**src/hw/swire_cmd_cfg.svh**
```systemverilog
`ifndef SWIRE_CMD_CFG_SVH
`define SWIRE_CMD_CFG_SVH
// command codes
`define CMD_TRIPLET 8'h78
`define CMD_RECV_BLOCK 8'hE1
// parameter byte fields
`define TRIPLET_DIR_BIT 7
`define RECV_COUNT_MSB 5
`define RECV_COUNT_LSB 0
// scratchpad
`define SCRATCH_DEPTH 64
`define SCRATCH_BASE 6'h00
// timing, clock 20 MHz
`define CLK_PERIOD_NS 50
`define START_MAX_NS 1090
`define START_MAX_CYC (`START_MAX_NS / `CLK_PERIOD_NS)
// slot timing reset values, in cycles
`define SLOT_CYC_STD 8'hC8
`define SLOT_CYC_OD 8'h32
`define SAMPLE_CYC_STD 8'h1E
`define SAMPLE_CYC_OD 8'h05
`define STATUS_ADDR 8'h00
`endif

```
**src/hw/swire_cmd_pkg.sv**
```systemverilog
package swire_cmd_pkg;
  // slot timing set, in clock cycles
  typedef struct packed {
    logic overdrive_speed_select;
    logic active_pullup_select;
    logic [7:0] write_zero_low_time;
    logic [7:0] write_one_low_time;
    logic [7:0] recovery_time;
    logic [3:0] weak_pullup_resistance;
  } slot_cfg_t;
  // busy flag and result bits of a triplet
  typedef struct packed {
    logic line_busy_flag;
    logic single_bit_result;
    logic triplet_second_bit;
    logic chosen_path;
  } master_status_t;
  typedef enum logic [1:0] {SLOT_READ, SLOT_W0, SLOT_W1} slot_kind_t;
endpackage : swire_cmd_pkg

```
**src/hw/swire_triplet_and_block_receive.sv**
```systemverilog
`timescale 1ns/1ps
`include "swire_cmd_cfg.svh"
// Function
// RULE_01: refuse command while line busy
// RULE_02: triplet ends within three slots plus start
// RULE_03: line activity starts within 1.09 us
// RULE_04: triplet leaves pointer on status register
// RULE_05: busy stays high three slots
// RULE_06: result flags update at sample points
// RULE_07: parameter bit 7 picks zero-zero branch
// RULE_08: code E1h selects block receive
// RULE_09: receive one to 63 bytes
// RULE_10: receive only after line idle
// RULE_11: receive ends within count times eight slots
// RULE_12: receive leaves pointer on status register
// RULE_13: busy stays high eight slots per byte
// RULE_14: count in bits 5:0, store from 00h
// RULE_15: count zero receives one byte
// RULE_16: triplet code 78h, host repeats 64 times
// RULE_17: write slot follows read pair results
// RULE_18: slots use current configuration
// RULE_19: host polls busy before next command
module swire_triplet_and_block_receive
  import swire_cmd_pkg::*;
(
  input wire logic clk,
  input wire logic reset_n,
  input wire logic cmd_valid,
  input wire logic [7:0] cmd_code,
  input wire logic param_valid,
  input wire logic [7:0] param_byte,
  input wire slot_cfg_t slot_cfg,
  input wire logic line_in,
  input wire logic [5:0] scratch_rd_addr,
  output logic cmd_ack,
  output logic cmd_nack,
  output logic line_oe_n,
  output master_status_t status,
  output logic [7:0] read_pointer,
  output logic [7:0] scratch_rd_data,
  output logic [5:0] bytes_received
);
  // ------------------------------------------------------------
  // reset and pin synchronisers
  // ------------------------------------------------------------
  logic rst_s1_r;
  logic rst_n_r;
  logic line_s1_r;
  logic line_sync_r;
  // reset release through two flops
  always_ff @(posedge clk or negedge reset_n)
  begin
    if (!reset_n)
    begin
      rst_s1_r <= 1'b0;
      rst_n_r <= 1'b0;
    end
    else
    begin
      rst_s1_r <= 1'b1;
      rst_n_r <= rst_s1_r;
    end
  end
  // line pin synchroniser
  always_ff @(posedge clk or negedge rst_n_r)
  begin
    if (!rst_n_r)
    begin
      line_s1_r <= 1'b1;
      line_sync_r <= 1'b1;
    end
    else
    begin
      line_s1_r <= line_in;
      line_sync_r <= line_s1_r;
    end
  end
  // ------------------------------------------------------------
  // sequencer
  // ------------------------------------------------------------
  typedef enum logic [2:0] {IDLE, WAIT_PARAM, TRIP_RD1, TRIP_RD2, TRIP_WR,
    RECV_BIT} seq_state_t;
  seq_state_t state_r;
  logic is_triplet_r; // which command awaits its parameter
  logic dir_r; // branch for zero-zero
  logic first_bit_r; // first read result
  logic [5:0] byte_cnt_r; // bytes left minus one
  logic [5:0] wr_idx_r; // scratchpad write index
  logic [2:0] bit_idx_r; // bit within byte
  logic [7:0] shift_r; // assembling byte, lsb first
  logic [7:0] scratch_r [0:`SCRATCH_DEPTH-1];
  logic slot_start_r;
  slot_kind_t slot_kind_r;
  logic slot_oe_n;
  logic samp_stb;
  logic samp_bit;
  logic slot_done;
  logic line_bit_q; // sampled bit held by the slot engine
  logic busy_r; // line busy flag
  logic sbr_r; // first read result
  logic tsb_r; // second read result
  logic path_r; // write-one branch taken
  // status word comes straight from the flag flops
  assign status = '{busy_r, sbr_r, tsb_r, path_r};
  // decode of write slot kind after the read pair
  function automatic slot_kind_t pick_write(input logic b1, input logic b2,
                                            input logic dir);
    begin
      if (b1 != b2)
        pick_write = b1 ? SLOT_W1 : SLOT_W0; // [RULE_17]
      else if (b1)
        pick_write = SLOT_W1; // both one: error case writes one [RULE_17]
      else
        pick_write = dir ? SLOT_W1 : SLOT_W0; // [RULE_07]
    end
  endfunction : pick_write
  // slot engine, fed live configuration
  swire_slot_gen u_slot (
    .clk(clk),
    .rst_n(rst_n_r),
    .start(slot_start_r),
    .kind(slot_kind_r),
    .cfg(slot_cfg), // [RULE_18]
    .line_in(line_sync_r),
    .line_oe_n(slot_oe_n),
    .sample_strobe(samp_stb),
    .sample_bit(samp_bit),
    .done(slot_done)
  );
  // line output registered at top
  always_ff @(posedge clk or negedge rst_n_r)
  begin
    if (!rst_n_r)
      line_oe_n <= 1'b1;
    else
      line_oe_n <= slot_oe_n;
  end
  // command acceptance
  always_ff @(posedge clk or negedge rst_n_r)
  begin
    if (!rst_n_r)
    begin
      cmd_ack <= 1'b0;
      cmd_nack <= 1'b0;
    end
    else
    begin
      cmd_ack <= 1'b0;
      cmd_nack <= 1'b0;
      if (cmd_valid && (cmd_code == `CMD_TRIPLET || cmd_code == `CMD_RECV_BLOCK))
      begin
        if (busy_r || state_r != IDLE)
          cmd_nack <= 1'b1; // [RULE_01] [RULE_10]
        else
          cmd_ack <= 1'b1;
      end
    end
  end
  // main state machine; slot starts the cycle after the parameter is taken
  always_ff @(posedge clk or negedge rst_n_r)
  begin
    if (!rst_n_r)
    begin
      state_r <= IDLE;
      is_triplet_r <= 1'b0;
      dir_r <= 1'b0;
      byte_cnt_r <= 6'h00;
      bit_idx_r <= 3'h0;
      slot_start_r <= 1'b0;
      slot_kind_r <= SLOT_READ;
    end
    else
    begin
      slot_start_r <= 1'b0;
      unique case (state_r)
        IDLE:
        begin
          // busy refusal handled above; only idle line accepts [RULE_01]
          if (cmd_valid && !busy_r)
          begin
            if (cmd_code == `CMD_TRIPLET) // [RULE_16]
            begin
              is_triplet_r <= 1'b1;
              state_r <= WAIT_PARAM;
            end
            else if (cmd_code == `CMD_RECV_BLOCK) // [RULE_08]
            begin
              is_triplet_r <= 1'b0;
              state_r <= WAIT_PARAM;
            end
          end
        end
        WAIT_PARAM:
        begin
          if (param_valid)
          begin
            slot_start_r <= 1'b1; // starts well inside 1.09 us [RULE_03]
            slot_kind_r <= is_triplet_r ? SLOT_READ : SLOT_W1;
            dir_r <= param_byte[`TRIPLET_DIR_BIT]; // [RULE_07]
            // count field; zero still means one byte [RULE_14] [RULE_15]
            byte_cnt_r <= param_byte[`RECV_COUNT_MSB:`RECV_COUNT_LSB] == 6'h00 ?
                          6'h00 : param_byte[`RECV_COUNT_MSB:`RECV_COUNT_LSB] - 6'h01;
            bit_idx_r <= 3'h0;
            state_r <= is_triplet_r ? TRIP_RD1 : RECV_BIT;
          end
        end
        TRIP_RD1:
        begin
          if (slot_done)
          begin
            slot_start_r <= 1'b1;
            slot_kind_r <= SLOT_READ;
            state_r <= TRIP_RD2;
          end
        end
        TRIP_RD2:
        begin
          if (slot_done)
          begin
            slot_start_r <= 1'b1;
            slot_kind_r <= pick_write(first_bit_r, tsb_r, dir_r);
            state_r <= TRIP_WR;
          end
        end
        TRIP_WR:
        begin
          if (slot_done)
            state_r <= IDLE; // three slots done [RULE_02]
        end
        RECV_BIT:
        begin
          if (slot_done)
          begin
            bit_idx_r <= bit_idx_r + 3'h1;
            if (bit_idx_r == 3'h7 && byte_cnt_r == 6'h00)
              state_r <= IDLE; // count times eight slots [RULE_11]
            else
            begin
              if (bit_idx_r == 3'h7)
                byte_cnt_r <= byte_cnt_r - 6'h01;
              slot_start_r <= 1'b1; // read slot = write-one slot
              slot_kind_r <= SLOT_W1;
            end
          end
        end
        default:
          state_r <= IDLE;
      endcase
    end
  end
  // busy flag spans the slot sequence
  always_ff @(posedge clk or negedge rst_n_r)
  begin
    if (!rst_n_r)
      busy_r <= 1'b0;
    else if (state_r == WAIT_PARAM && param_valid)
      busy_r <= 1'b1; // [RULE_05] [RULE_13]
    else if (slot_done && (state_r == TRIP_WR ||
             (state_r == RECV_BIT && bit_idx_r == 3'h7 && byte_cnt_r == 6'h00)))
      busy_r <= 1'b0; // [RULE_05] [RULE_13]
  end
  // triplet result flags at sample points
  always_ff @(posedge clk or negedge rst_n_r)
  begin
    if (!rst_n_r)
    begin
      sbr_r <= 1'b0;
      tsb_r <= 1'b0;
      path_r <= 1'b0;
      first_bit_r <= 1'b0;
    end
    else if (samp_stb && state_r == TRIP_RD1)
    begin
      sbr_r <= samp_bit; // first sample [RULE_06]
      first_bit_r <= samp_bit;
    end
    else if (samp_stb && state_r == TRIP_RD2)
    begin
      tsb_r <= samp_bit; // second sample [RULE_06]
      path_r <= (pick_write(first_bit_r, samp_bit, dir_r) == SLOT_W1); // [RULE_06]
    end
  end
  // receive data into scratchpad from 00h
  always_ff @(posedge clk or negedge rst_n_r)
  begin
    if (!rst_n_r)
    begin
      shift_r <= 8'h00;
      wr_idx_r <= `SCRATCH_BASE;
      bytes_received <= 6'h00;
    end
    else if (state_r == WAIT_PARAM && param_valid && !is_triplet_r)
    begin
      wr_idx_r <= `SCRATCH_BASE; // [RULE_14]
      bytes_received <= 6'h00;
    end
    else if (state_r == RECV_BIT && slot_done)
    begin
      shift_r <= {line_bit_q, shift_r[7:1]};
      if (bit_idx_r == 3'h7)
      begin
        wr_idx_r <= wr_idx_r + 6'h01; // [RULE_09]
        bytes_received <= wr_idx_r + 6'h01;
      end
    end
  end
  assign line_bit_q = samp_bit;
  // scratchpad storage
  always_ff @(posedge clk)
  begin
    if (state_r == RECV_BIT && slot_done && bit_idx_r == 3'h7)
      scratch_r[wr_idx_r] <= {line_bit_q, shift_r[7:1]}; // [RULE_09]
  end
  // scratchpad read port
  always_ff @(posedge clk or negedge rst_n_r)
  begin
    if (!rst_n_r)
      scratch_rd_data <= 8'h00;
    else
      scratch_rd_data <= scratch_r[scratch_rd_addr];
  end
  // read pointer parks on status after either command
  always_ff @(posedge clk or negedge rst_n_r)
  begin
    if (!rst_n_r)
      read_pointer <= `STATUS_ADDR;
    else if (state_r == WAIT_PARAM && param_valid)
      read_pointer <= `STATUS_ADDR; // [RULE_04] [RULE_12]
  end
endmodule : swire_triplet_and_block_receive

```
**src/hw/swire_slot_gen.sv**
```systemverilog
`timescale 1ns/1ps
`include "swire_cmd_cfg.svh"
// generates one line time slot and samples the line
module swire_slot_gen
  import swire_cmd_pkg::*;
(
  input wire logic clk,
  input wire logic rst_n,
  input wire logic start,
  input wire slot_kind_t kind,
  input wire slot_cfg_t cfg,
  input wire logic line_in,
  output logic line_oe_n,
  output logic sample_strobe,
  output logic sample_bit,
  output logic done
);
  logic [7:0] cnt_r;
  logic busy_r;
  logic [7:0] low_len;
  logic [7:0] slot_len;
  logic [7:0] samp_at;
  slot_kind_t kind_r;
  // low phase length by slot kind; read uses the write-one low time
  always_comb
  begin
    low_len = (kind_r == SLOT_W0) ? cfg.write_zero_low_time : cfg.write_one_low_time;
    slot_len = cfg.overdrive_speed_select ? `SLOT_CYC_OD : `SLOT_CYC_STD;
    samp_at = cfg.overdrive_speed_select ? `SAMPLE_CYC_OD : `SAMPLE_CYC_STD;
  end
  // slot counter
  always_ff @(posedge clk or negedge rst_n)
  begin
    if (!rst_n)
    begin
      cnt_r <= 8'h00;
      busy_r <= 1'b0;
      kind_r <= SLOT_READ;
      done <= 1'b0;
    end
    else
    begin
      done <= 1'b0;
      if (start && !busy_r)
      begin
        busy_r <= 1'b1;
        cnt_r <= 8'h00;
        kind_r <= kind;
      end
      else if (busy_r)
      begin
        // end two counts early: the done pulse and the sequencer's start pulse
        // fill the last two cycles, so back-to-back slots keep the slot period
        if (cnt_r == slot_len - 8'h03)
        begin
          busy_r <= 1'b0;
          done <= 1'b1;
        end
        cnt_r <= cnt_r + 8'h01;
      end
    end
  end
  // line drive: low during low phase, released through recovery
  always_ff @(posedge clk or negedge rst_n)
  begin
    if (!rst_n)
      line_oe_n <= 1'b1;
    else
      line_oe_n <= !(busy_r && cnt_r < low_len);
  end
  // sample point
  always_ff @(posedge clk or negedge rst_n)
  begin
    if (!rst_n)
    begin
      sample_strobe <= 1'b0;
      sample_bit <= 1'b0;
    end
    else
    begin
      sample_strobe <= busy_r && (cnt_r == samp_at) && (kind_r == SLOT_READ);
      if (busy_r && cnt_r == samp_at)
        sample_bit <= line_in;
    end
  end
endmodule : swire_slot_gen

```
**config.mk**
```make
export PLATFORM = sky130hd
export DESIGN_NAME = swire_triplet_and_block_receive
export DESIGN_NICKNAME = d
export VERILOG_FILES = /design/src/hw/swire_cmd_pkg.sv /design/src/hw/swire_triplet_and_block_receive.sv /design/src/hw/swire_slot_gen.sv
export VERILOG_INCLUDE_DIRS = /design/src /design/src/hw
export SDC_FILE = /design/constraint.sdc
export NUM_CORES = 1
export LEC_CHECK = 0
export ABC_AREA = 0
export ABC_CLOCK_PERIOD_IN_PS = 3630
export BUFFER_PORTS_ARGS = -buffer_cell sky130_fd_sc_hd__buf_4
export CAP_MARGIN = 5
export CORE_MARGIN = 3
export CORE_UTILIZATION = 54
export DETAILED_ROUTE_END_ITERATION = 10
export PLACE_DENSITY = 0.68
export SLEW_MARGIN = 5
export SYNTH_ARGS = -nofsm -noshare
export SYNTH_HDL_FRONTEND = slang
export SYNTH_SLANG_ARGS = --single-unit
```
**constraint.sdc**
```tcl
create_clock -name clk -period 3.63 [get_ports clk]
set_input_delay 0.5445 -clock clk [delete_from_list [all_inputs] [get_ports clk]]
set_output_delay 0.5445 -clock clk [all_outputs]
set_load 0.02 [all_outputs]
```
==> results of run 1 <==
flip-flops by register name, indices dropped and copies added, names as in the netlist, 2 cells and up:
name / flops
u_slot.cnt_r: 8
slot_kind_r: 2
scratch_r: 512
state_r: 3
bit_idx_r: 3
shift_r: 7
wr_idx_r: 6
scratch_rd_data: 8
byte_cnt_r: 6
u_slot.kind_r: 2
through the flow:
stage | hold WS, ps | instance area (um2) | worst slack [ps]
floorplan | 249 | 23200 | 1450
global placement | 241 | 24700 | 774
detailed placement | 253 | 24700 | 803
CTS | 15.2 | 26400 | 1040
global route | 25.8 | 26400 | 775
finish | 43.0 | 26400 | 1030
layout make-up:
type                            instances  area share
Sequential cell                       576       0.644
Multi-Input combinational cell        584       0.215
Clock buffer                           74      0.0573
Timing Repair Buffer                  160      0.0488
Tap cell                              539      0.0256
Clock inverter                         29     0.00678
Inverter                               16     0.00228
layout by cell type (no fill, tap or decap), drive strengths merged, types with 3 or more instances in the layout:
master,instances
nand4,9
dfrtp,60
buf,159
mux4,128
nor4bb,4
a21oi,21
o211ai,4
a32o,4
nor2b,17
a211oi,7
nand2,52
or2,4
o221ai,10
a22o,3
conb,9
clkinv,24
nand3,21
o31ai,4
nor2,96
xnor2,4
inv,19
nor3,12
mux2i,31
or3,5
dfstp,4
and2,3
ha,15
o22ai,23
xor2,4
nand3b,6
o21ai,46
nand2b,8
clkbuf,74
edfxtp,512
mux2,10
a221oi,6
layer usage:
layer | wire [um] | global-route usage | up-vias
li1 | - | - | 5303
met2 | 23800 | 0.348 | 455
met1 | 20900 | 0.338 | 6321
met3 | 3700 | 0.0383 | 93
met4 | 1600 | 0.0795 | 0
met5 | 0 | 0 | -
worst min-delay path by stage:
stage	from	endpoint	slack [ps]
2_1_floorplan	reset_n	rst_n_r$_DFF_PN0_	250
3_3_place_gp	rst_n_r$_DFF_PN0_	byte_cnt_r[1]$_DFFE_PN0P_	240
3_5_place_dp	rst_n_r$_DFF_PN0_	byte_cnt_r[1]$_DFFE_PN0P_	250
4_1_cts	line_in	line_s1_r$_DFF_PN1_	20
5_1_grt	line_in	line_s1_r$_DFF_PN1_	30
6_report	line_in	line_s1_r$_DFF_PN1_	40
kinds of logic after synthesis:
| group | count (synthesis) |
|---|---|
| flops | 576 |
| simple gates | 243 |
| mux | 169 |
| compound gates | 140 |
| buf+inv | 93 |
| fa+ha+maj | 15 |
| xor+xnor | 8 |
| other cells | 2 |
worst reg2reg max path: stages, from the launching register on:
cell     delay, ps
dfrtp_1        520
nor2b_1        220
nand2_1        130
nor3_1         400
nand2_1        370
nor2_1         430
buf_4          240
power by group through the flow:
stage / Combinational, uW / Sequential [uW] / Clock [uW]
2_1_floorplan: 389 / 7390 / 0
3_3_place_gp: 537 / 7420 / 0
3_5_place_dp: 547 / 7420 / 0
4_1_cts: 550 / 7280 / 5480
5_1_grt: 597 / 7290 / 5750
6_report: 542 / 7280 / 5370
==> results_dict.tcl, run 1 <==
set metrics [dict create \
    synth_common_cells "edfxtp_1 (512), mux4_2 (120), nor2_1 (96)" \
    crit_type "reg -> reg" \
    cp.depth 6 \
    worstPathMaxFanout 11 \
    rr_worst_depth 6 \
    post-route-period-util 0.716 \
    powerDensity_mw_per_mm2 500 \
    final_cells 1978 \
    yosys_warnings 0 \
    cpPeakStageDelay_ps 520 \
    p_total_uw 13200 \
    r2r_slack_ps 1030 \
    worstPathRequired_ps 3940 \
    clk_latency_ps 620 \
    finalCoreUtilization 0.624 \
    cts_tree "yes" \
    r2r-start "state_r[0]$_DFFE_PN0P_" \
    grt_pass1_wl_mm 75.5 \
    drt-initial-drc-count 1156 \
    crit_end "scratch_r[36][6]$_DFFE_PP_" \
    crit_slowest_cell "dfrtp_1" \
    crit_buf_inv 1 \
    grt_overflow 0 \
    hpwl_mm 31.6 \
    synthXorXnorAreaFrac 0.00302 \
    cts_buffers 57 \
    synth_cells 1246 \
    leakage_uw 0.0101 \
    first_pass_iters 5 \
    maxSlewViolCount 0 \
    synth_top_family_by_area "multiplexers" \
    avgRoutedWirePerCell_um 25.3 \
    crit_top_cell "nand2_1" \
    ys_seq_area_frac 0.732 \
    root_buffer "clkbuf_16" \
    skew_ps 22.9 \
    synthSimpleGateAreaFrac 0.0492 \
    hp-class "in -> reg" \
    reg2reg_to "scratch_r[36][6]$_DFFE_PP_" \
    synthMuxAreaShare 0.144 \
    fin_tns_setup_ps 0 \
    cap_viol_max_count 0 \
    cts_setup_buffers 0 \
    finalSetupViolations 0 \
    ys_seq_elements 576 \
    crit_path_cell_trace "nor2b_1 > nand2_1 > nor3_1 > nand2_1 > nor2_1 > buf_4" \
    cts_buffer_depth 3 \
    diodes 0 \
    post_cts_resized 0 \
    synth-adder-area-share 0.00809 \
    dp.cells 1874 \
    port_buffers 63 \
    syn_area_per_cell_um2 18.6 \
    async_flop_share 0.111 \
    rsz0062_at_grt "no" \
    grt_use_total 0.227 \
    ant_nets 0 \
    min_path_cells 1 \
    worstPathArrival_ps 2910 \
    ctsHoldBuffers 1 \
    worst_pin_slew_ps 1300 \
    grt_antenna_before_repair 0 \
    hold_viol_final 0 \
    relSlewSlack 0.133 \
    fin_nets 1467 \
    combPwrFrac 0.041 \
    switching_share 0.210 \
    cp-startpoint "state_r[0]$_DFFE_PN0P_" \
    seqPwrFrac 0.552 \
    cp-start-kind "flip-flop" \
    first_global_vias 12000 \
    max_freq_ghz 0.385 \
    synth_largest_area_cell "edfxtp_1" \
    synth.area.top_cells "edfxtp_1 (66%), mux4_2 (12%), dfrtp_1 (6.5%)" \
    via_per_inst 6.15 \
    crit_path_end_kind "flip-flop" \
    min_period_ps 2600 \
    synth_top_area_frac 0.663 \
    vias 12200 \
    drc 0 \
    seq_area_mm2 0.0170 \
    multi_input_area_mm2 0.00567 \
    htree_levels 2 \
    drive_above_1_share 0.265 \
    synth_area_mm2 0.0232 \
    rows 75 \
    synth_most_common_cell "edfxtp_1" \
    start_util 0.549 \
    routed_wl_mm 50.0 \
    synth-main-ff-cell "edfxtp_1" \
    fp.dieW_um 213 \
    ios 86 \
    cell_internal_pwr_uw 10400 \
    clock-sinks 576 \
    synth_edf_count 512 \
    status "finished clean" \
    core_area_mm2 0.0422 \
    synth_compound_area_frac 0.0388 \
    die-area_mm2 0.0455 \
    die_h_um 213 \
    gp_congestion 0.828 \
    area_delta_synth_final_pct 13.7 \
    ir_drop_uv 379 \
    cpLargestDelayFamily "simple AND/OR/NAND/NOR gates" \
    num-fill-cells 2995 \
    power.net_switching_uw 2780 \
    clkPwrFrac 0.407 \
    ys_types 57 \
    grt_max_degree 67 \
    clk_pin_slew_worst_paths_ps 60 \
]
No activity file was read; power rests on OpenSTA's default activity.
==> inputs of run 2 (changes only) <==
--- a/config.mk
+++ b/config.mk
@@ -7,13 +7,13 @@
 export NUM_CORES = 1
 export LEC_CHECK = 0
 export ABC_AREA = 0
-export ABC_CLOCK_PERIOD_IN_PS = 3630
+export ABC_CLOCK_PERIOD_IN_PS = 2200
 export BUFFER_PORTS_ARGS = -buffer_cell sky130_fd_sc_hd__buf_4
 export CAP_MARGIN = 5
 export CORE_MARGIN = 3
 export CORE_UTILIZATION = 54
 export DETAILED_ROUTE_END_ITERATION = 10
-export PLACE_DENSITY = 0.68
+export PLACE_DENSITY = 0.71
 export SLEW_MARGIN = 5
 export SYNTH_ARGS = -nofsm -noshare
 export SYNTH_HDL_FRONTEND = slang
==> constraint.sdc (replaced) <==
create_clock -name clk -period 2.2 [get_ports clk]
set_input_delay 0.33 -clock clk [delete_from_list [all_inputs] [get_ports clk]]
set_output_delay 0.33 -clock clk [all_outputs]
set_load 0.02 [all_outputs]
==> run 2 against run 1 <==
Compared with the run above:
- total power up 74%
- hold slack worse by 6.0 ps
- flip-flop and latch count unchanged
- first-iteration DRC count up 10%
- critical path depth up 3
- sequential share of layout area down 2.3 points
- clock skew down 7.7 ps
- sequential power up 65%
- global-route usage up 0.55 points
- largest cell class unchanged
- highest routed layer unchanged
==> results_dict.tcl, run 2 (synthesized netlist as in run 1, its figures left out) <==
set metrics [dict create \
    status "finished clean" \
    skew_ps 15.1 \
    crit_path_end_kind "flip-flop" \
    worstPathArrival_ps 2430 \
    port_buffers 63 \
    grt_overflow 0 \
    dp.cells 1943 \
    worst_pin_slew_ps 1200 \
    cell_internal_pwr_uw 18200 \
    place_area_mm2 0.0253 \
    ant_nets 0 \
    min_period_ps 2130 \
    hpwl_mm 33.1 \
    leakage_uw 0.0106 \
    cts_tree "yes" \
    cts_buffers 56 \
    worstPathMaxFanout 8 \
    via_per_inst 6.09 \
    grt_antenna_before_repair 0 \
    rr_worst_depth 9 \
    grt_max_degree 67 \
    power.net_switching_uw 4730 \
    first_global_vias 12600 \
    powerDensity_mw_per_mm2 839 \
    mostFrequentLayoutCell "edfxtp_1" \
    max_freq_ghz 0.470 \
    drc 0 \
    routed_wl_mm 51.8 \
    core_area_mm2 0.0422 \
    htree_levels 2 \
    die_h_um 213 \
    clk_pin_slew_worst_paths_ps 60 \
    crit_type "reg -> reg" \
    ir_drop_uv 675 \
    cap_viol_max_count 0 \
    root_buffer "clkbuf_16" \
    fp.dieW_um 213 \
    cts_buffer_depth 3 \
    die-area_mm2 0.0455 \
    start_util 0.549 \
    relSlewSlack 0.199 \
    regMostFlops "scratch_r" \
    finalInstanceArea_mm2 0.0274 \
    grt_pass1_wl_mm 78.1 \
    largest_register_ffs 512 \
    diodes 0 \
    first_pass_iters 5 \
    rsz0062_at_grt "yes" \
    reg.largest.list "scratch_r x512, scratch_rd_data x8, u_slot.cnt_r x8" \
    final_cells 2052 \
    clk_latency_ps 600 \
    maxSlewViolCount 0 \
    combPwrFrac 0.044 \
    hp-class "in -> reg" \
    layout_common_cells "edfxtp_1 (512), buf_4 (187), mux4_2 (120), nor2_1 (91), clkbuf_16 (57)" \
    area_delta_synth_final_pct 18.0 \
    finalSetupViolations 0 \
    ios 86 \
    min_path_cells 4 \
    gp_congestion 0.830 \
    cts_setup_buffers 0 \
    hold_viol_final 0 \
    worstPathRequired_ps 2500 \
    vias 12500 \
    switching_share 0.206 \
    fin_nets 1538 \
    rows 75 \
    drive_above_1_share 0.308 \
    post-route-period-util 0.966 \
    grt_use_total 0.233 \
    cp-start-kind "flip-flop" \
    clkPwrFrac 0.433 \
    clock-sinks 576 \
    seqPwrFrac 0.523 \
    avgRoutedWirePerCell_um 25.2 \
    drt-initial-drc-count 1272 \
]
[run 2: power groups by stage]
| stage | logic (uW) | registers (uW) | clock network [uW] |
|---|---|---|---|
| after detailed placement | 1000 | 12200 | 0 |
| after floorplan | 642 | 12200 | 0 |
| after global placement | 979 | 12200 | 0 |
| final | 1010 | 12000 | 9940 |
| after CTS | 1020 | 12000 | 10100 |
| after global routing | 1110 | 12000 | 10500 |
[run 2: critical path, cell delays in order (launching register included)]
cell,delay (ps)
dfrtp_1,370
ha_1,180
ha_2,200
nand2_1,110
nor3_1,150
buf_4,160
nand2_1,110
buf_4,210
nor2_1,150
buf_6,180
[run 2: repair_timing]
item / CTS / global route
endpoints found under the hold margin: 5 / 0
hold buffers: 4 / 0
endpoints found under the setup margin: 0 / 372
resized for setup: 0 / 31
[run 2: routing by layer]
layer	global-route usage	wire, um	up-vias
met1	0.332	20600	6436
li1	-	-	5451
met5	0	0	-
met3	0.0470	3920	95
met4	0.0565	1370	0
met2	0.378	25900	517
[run 2: area by class of cell]
type / count / area, um2
clock inverters: 39 / 445
clock buffers: 66 / 1460
inverters: 16 / 60.1
multi-input cells: 584 / 5690
repair buffers: 232 / 2040
flip-flops and latches: 576 / 17000
well taps: 539 / 674
fillers: 2850 / 14900
[run 2: stage by stage]
step	util	power (uW)	setup WS [ps]	TNS, ps	hold WS [ps]
6_report	0.648	22900	73.8	0	37.0
5_1_grt	0.648	23700	-64.8	-8690	26.9
4_1_cts	0.645	23100	15.7	0	18.1
3_5_place_dp	0.599	13200	-145	-349	115
3_3_place_gp	0.599	13200	-100	-226	112
2_1_floorplan	-	12800	20.8	0	34.4
[run 2: worst paths after layout]
check,start,to,slack (ps)
min in group asynchronous,reset_n,rst_s1_r$_DFF_PN0_,50
worst min-delay path,cmd_code[2],is_triplet_r$_DFFE_PN0P_,40
max in group asynchronous,rst_n_r$_DFF_PN0_,line_s1_r$_DFF_PN1_,1280
worst max register to register,bit_idx_r[0]$_DFFE_PN0P_,scratch_r[34][2]$_DFFE_PP_,70
worst max-delay path,bit_idx_r[0]$_DFFE_PN0P_,scratch_r[34][2]$_DFFE_PP_,70
worst min register to register,rst_n_r$_DFF_PN0_,wr_idx_r[0]$_DFFE_PN0P_,240
==> inputs of run 3 (changes only) <==
--- a/config.mk
+++ b/config.mk
@@ -13,6 +13,7 @@
 export CORE_MARGIN = 3
 export CORE_UTILIZATION = 54
 export DETAILED_ROUTE_END_ITERATION = 10
+export MAX_ROUTING_LAYER = met4
 export PLACE_DENSITY = 0.71
 export SLEW_MARGIN = 5
 export SYNTH_ARGS = -nofsm -noshare
==> run 3 against run 2 <==
Compared with the run above:
- final cell count unchanged
- global-route usage up 0.71 points
- critical path depth unchanged
- flip-flop and latch count unchanged
- hold slack worse by 1.3 ps
- register-to-register slack about the same
- critical endpoint unchanged
- largest cell class unchanged
==> results_dict.tcl, run 3 (synthesized netlist as in run 1, its figures left out) <==
set metrics [dict create \
    cp-start-kind "flip-flop" \
    maxSlewViolCount 0 \
    cts_buffer_depth 3 \
    post-route-period-util 0.967 \
    rsz0062_at_grt "yes" \
    drt-initial-drc-count 1327 \
    finalInstanceArea_mm2 0.0274 \
    fp.dieW_um 213 \
    min_path_cells 4 \
    drive_above_1_share 0.308 \
    area_delta_synth_final_pct 18.0 \
    finalSetupViolations 0 \
    grt_antenna_before_repair 0 \
    top_usage_layer "met2" \
    routed_wl_mm 51.7 \
    max_freq_ghz 0.470 \
    largest_register_ffs 512 \
    gp_congestion 0.844 \
    cts_buffers 56 \
    ir_drop_uv 676 \
    final_cells 2052 \
    hpwl_mm 33.1 \
    core_area_mm2 0.0422 \
    status "finished clean" \
    use_met1 0.335 \
    ant_nets 0 \
    setup_slack_ps 73.6 \
    start_util 0.549 \
    cap_viol_max_count 0 \
    clock-sinks 576 \
    fin_nets 1538 \
    grt_use_total 0.240 \
    use_met2 0.377 \
    drc 0 \
    clk_pin_slew_worst_paths_ps 60 \
    via_per_inst 6.08 \
    skew_ps 17.1 \
    first_global_vias 12600 \
    die_h_um 213 \
    reg.largest.list "scratch_r x512, scratch_rd_data x8, u_slot.cnt_r x8" \
    htree_levels 2 \
    powerDensity_mw_per_mm2 839 \
    layout_common_cells "edfxtp_1 (512), buf_4 (187), mux4_2 (120), nor2_1 (91), clkbuf_16 (57)" \
    mostFrequentLayoutCell "edfxtp_1" \
    vias 12500 \
    cts_tree "yes" \
    worstPathRequired_ps 2500 \
    worstPathMaxFanout 8 \
    grt_overflow 0 \
    grtUsageMet3 0.0439 \
    crit_type "reg -> reg" \
    avgRoutedWirePerCell_um 25.2 \
    ios 86 \
    diodes 0 \
    die-area_mm2 0.0455 \
    regMostFlops "scratch_r" \
    min_period_ps 2130 \
    post-place-ws_ps -145 \
    rows 75 \
    first_pass_iters 7 \
    grt_pass1_wl_mm 78.0 \
    place_area_mm2 0.0253 \
    cts_setup_buffers 0 \
    root_buffer "clkbuf_16" \
    rr_worst_depth 9 \
    clk_latency_ps 610 \
    dp.cells 1943 \
    grt_max_degree 67 \
    hp-class "in -> reg" \
    relSlewSlack 0.180 \
    crit_path_end_kind "flip-flop" \
    worst_pin_slew_ps 1230 \
    worstPathArrival_ps 2430 \
    port_buffers 63 \
    hold_viol_final 0 \
    leakage_uw 0.0106 \
]
[run 3: final timing paths]
path                                           from                    endpoint  slack (ps)
hold reg to reg                   rst_n_r$_DFF_PN0_     wr_idx_r[0]$_DFFE_PN0P_         240
setup reg to reg           bit_idx_r[0]$_DFFE_PN0P_  scratch_r[34][2]$_DFFE_PP_          70
setup / recovery           bit_idx_r[0]$_DFFE_PN0P_  scratch_r[34][2]$_DFFE_PP_          70
max in group asynchronous         rst_n_r$_DFF_PN0_         line_s1_r$_DFF_PN1_        1270
hold / removal                          cmd_code[2]    is_triplet_r$_DFFE_PN0P_          40
min in group asynchronous                   reset_n          rst_s1_r$_DFF_PN0_          50
[run 3: area by class of cell]
cell class                      count  area, um2
Clock buffer                       66       1460
Clock inverter                     39        445
Fill cell                        2850      14900
Inverter                           16       60.1
Multi-Input combinational cell    584       5690
Sequential cell                   576      17000
Tap cell                          539        674
Timing Repair Buffer              232       2040
[run 3: per-layer routing]
layer,up-vias,routed length [um],share of wire
li1,5462,-,-
met2,502,26000,0.50
met3,88,3560,0.069
met1,6415,20900,0.40
met5,-,0,0
met4,0,1210,0.023
[run 3: report_power, final]
part | switching [uW] | total [uW] | internal (uW) | leakage, uW
sequential | 146 | 12000 | 11900 | 0.00652
clock | 4030 | 9930 | 5900 | 0.000921
combinational | 550 | 1010 | 456 | 0.00318
[run 3: worst max-delay path, stage by stage (launching register included)]
cell	delay [ps]
dfrtp_1	370
ha_1	180
ha_2	200
nand2_1	110
nor3_1	150
buf_4	150
nand2_1	100
buf_4	210
nor2_1	150
buf_6	180
[run 3: timing repair]
| action | 4_1_cts | 5_1_grt |
|---|---|---|
| hold endpoints to repair | 5 | 0 |
| hold buffers | 4 | 0 |
| endpoints found under the setup margin | 0 | 372 |
| gates resized for setup | 0 | 31 |
[run 3: per-stage QoR]
stage / hold slack, ps / TNS [ps] / util / total power (uW)
floorplan: 34.4 / 0 / - / 12800
global placement: 112 / -226 / 0.599 / 13200
detailed placement: 115 / -349 / 0.599 / 13200
CTS: 18.1 / 0 / 0.645 / 23100
global route: 28.6 / -8440 / 0.648 / 23700
finish: 35.7 / 0 / 0.648 / 22900
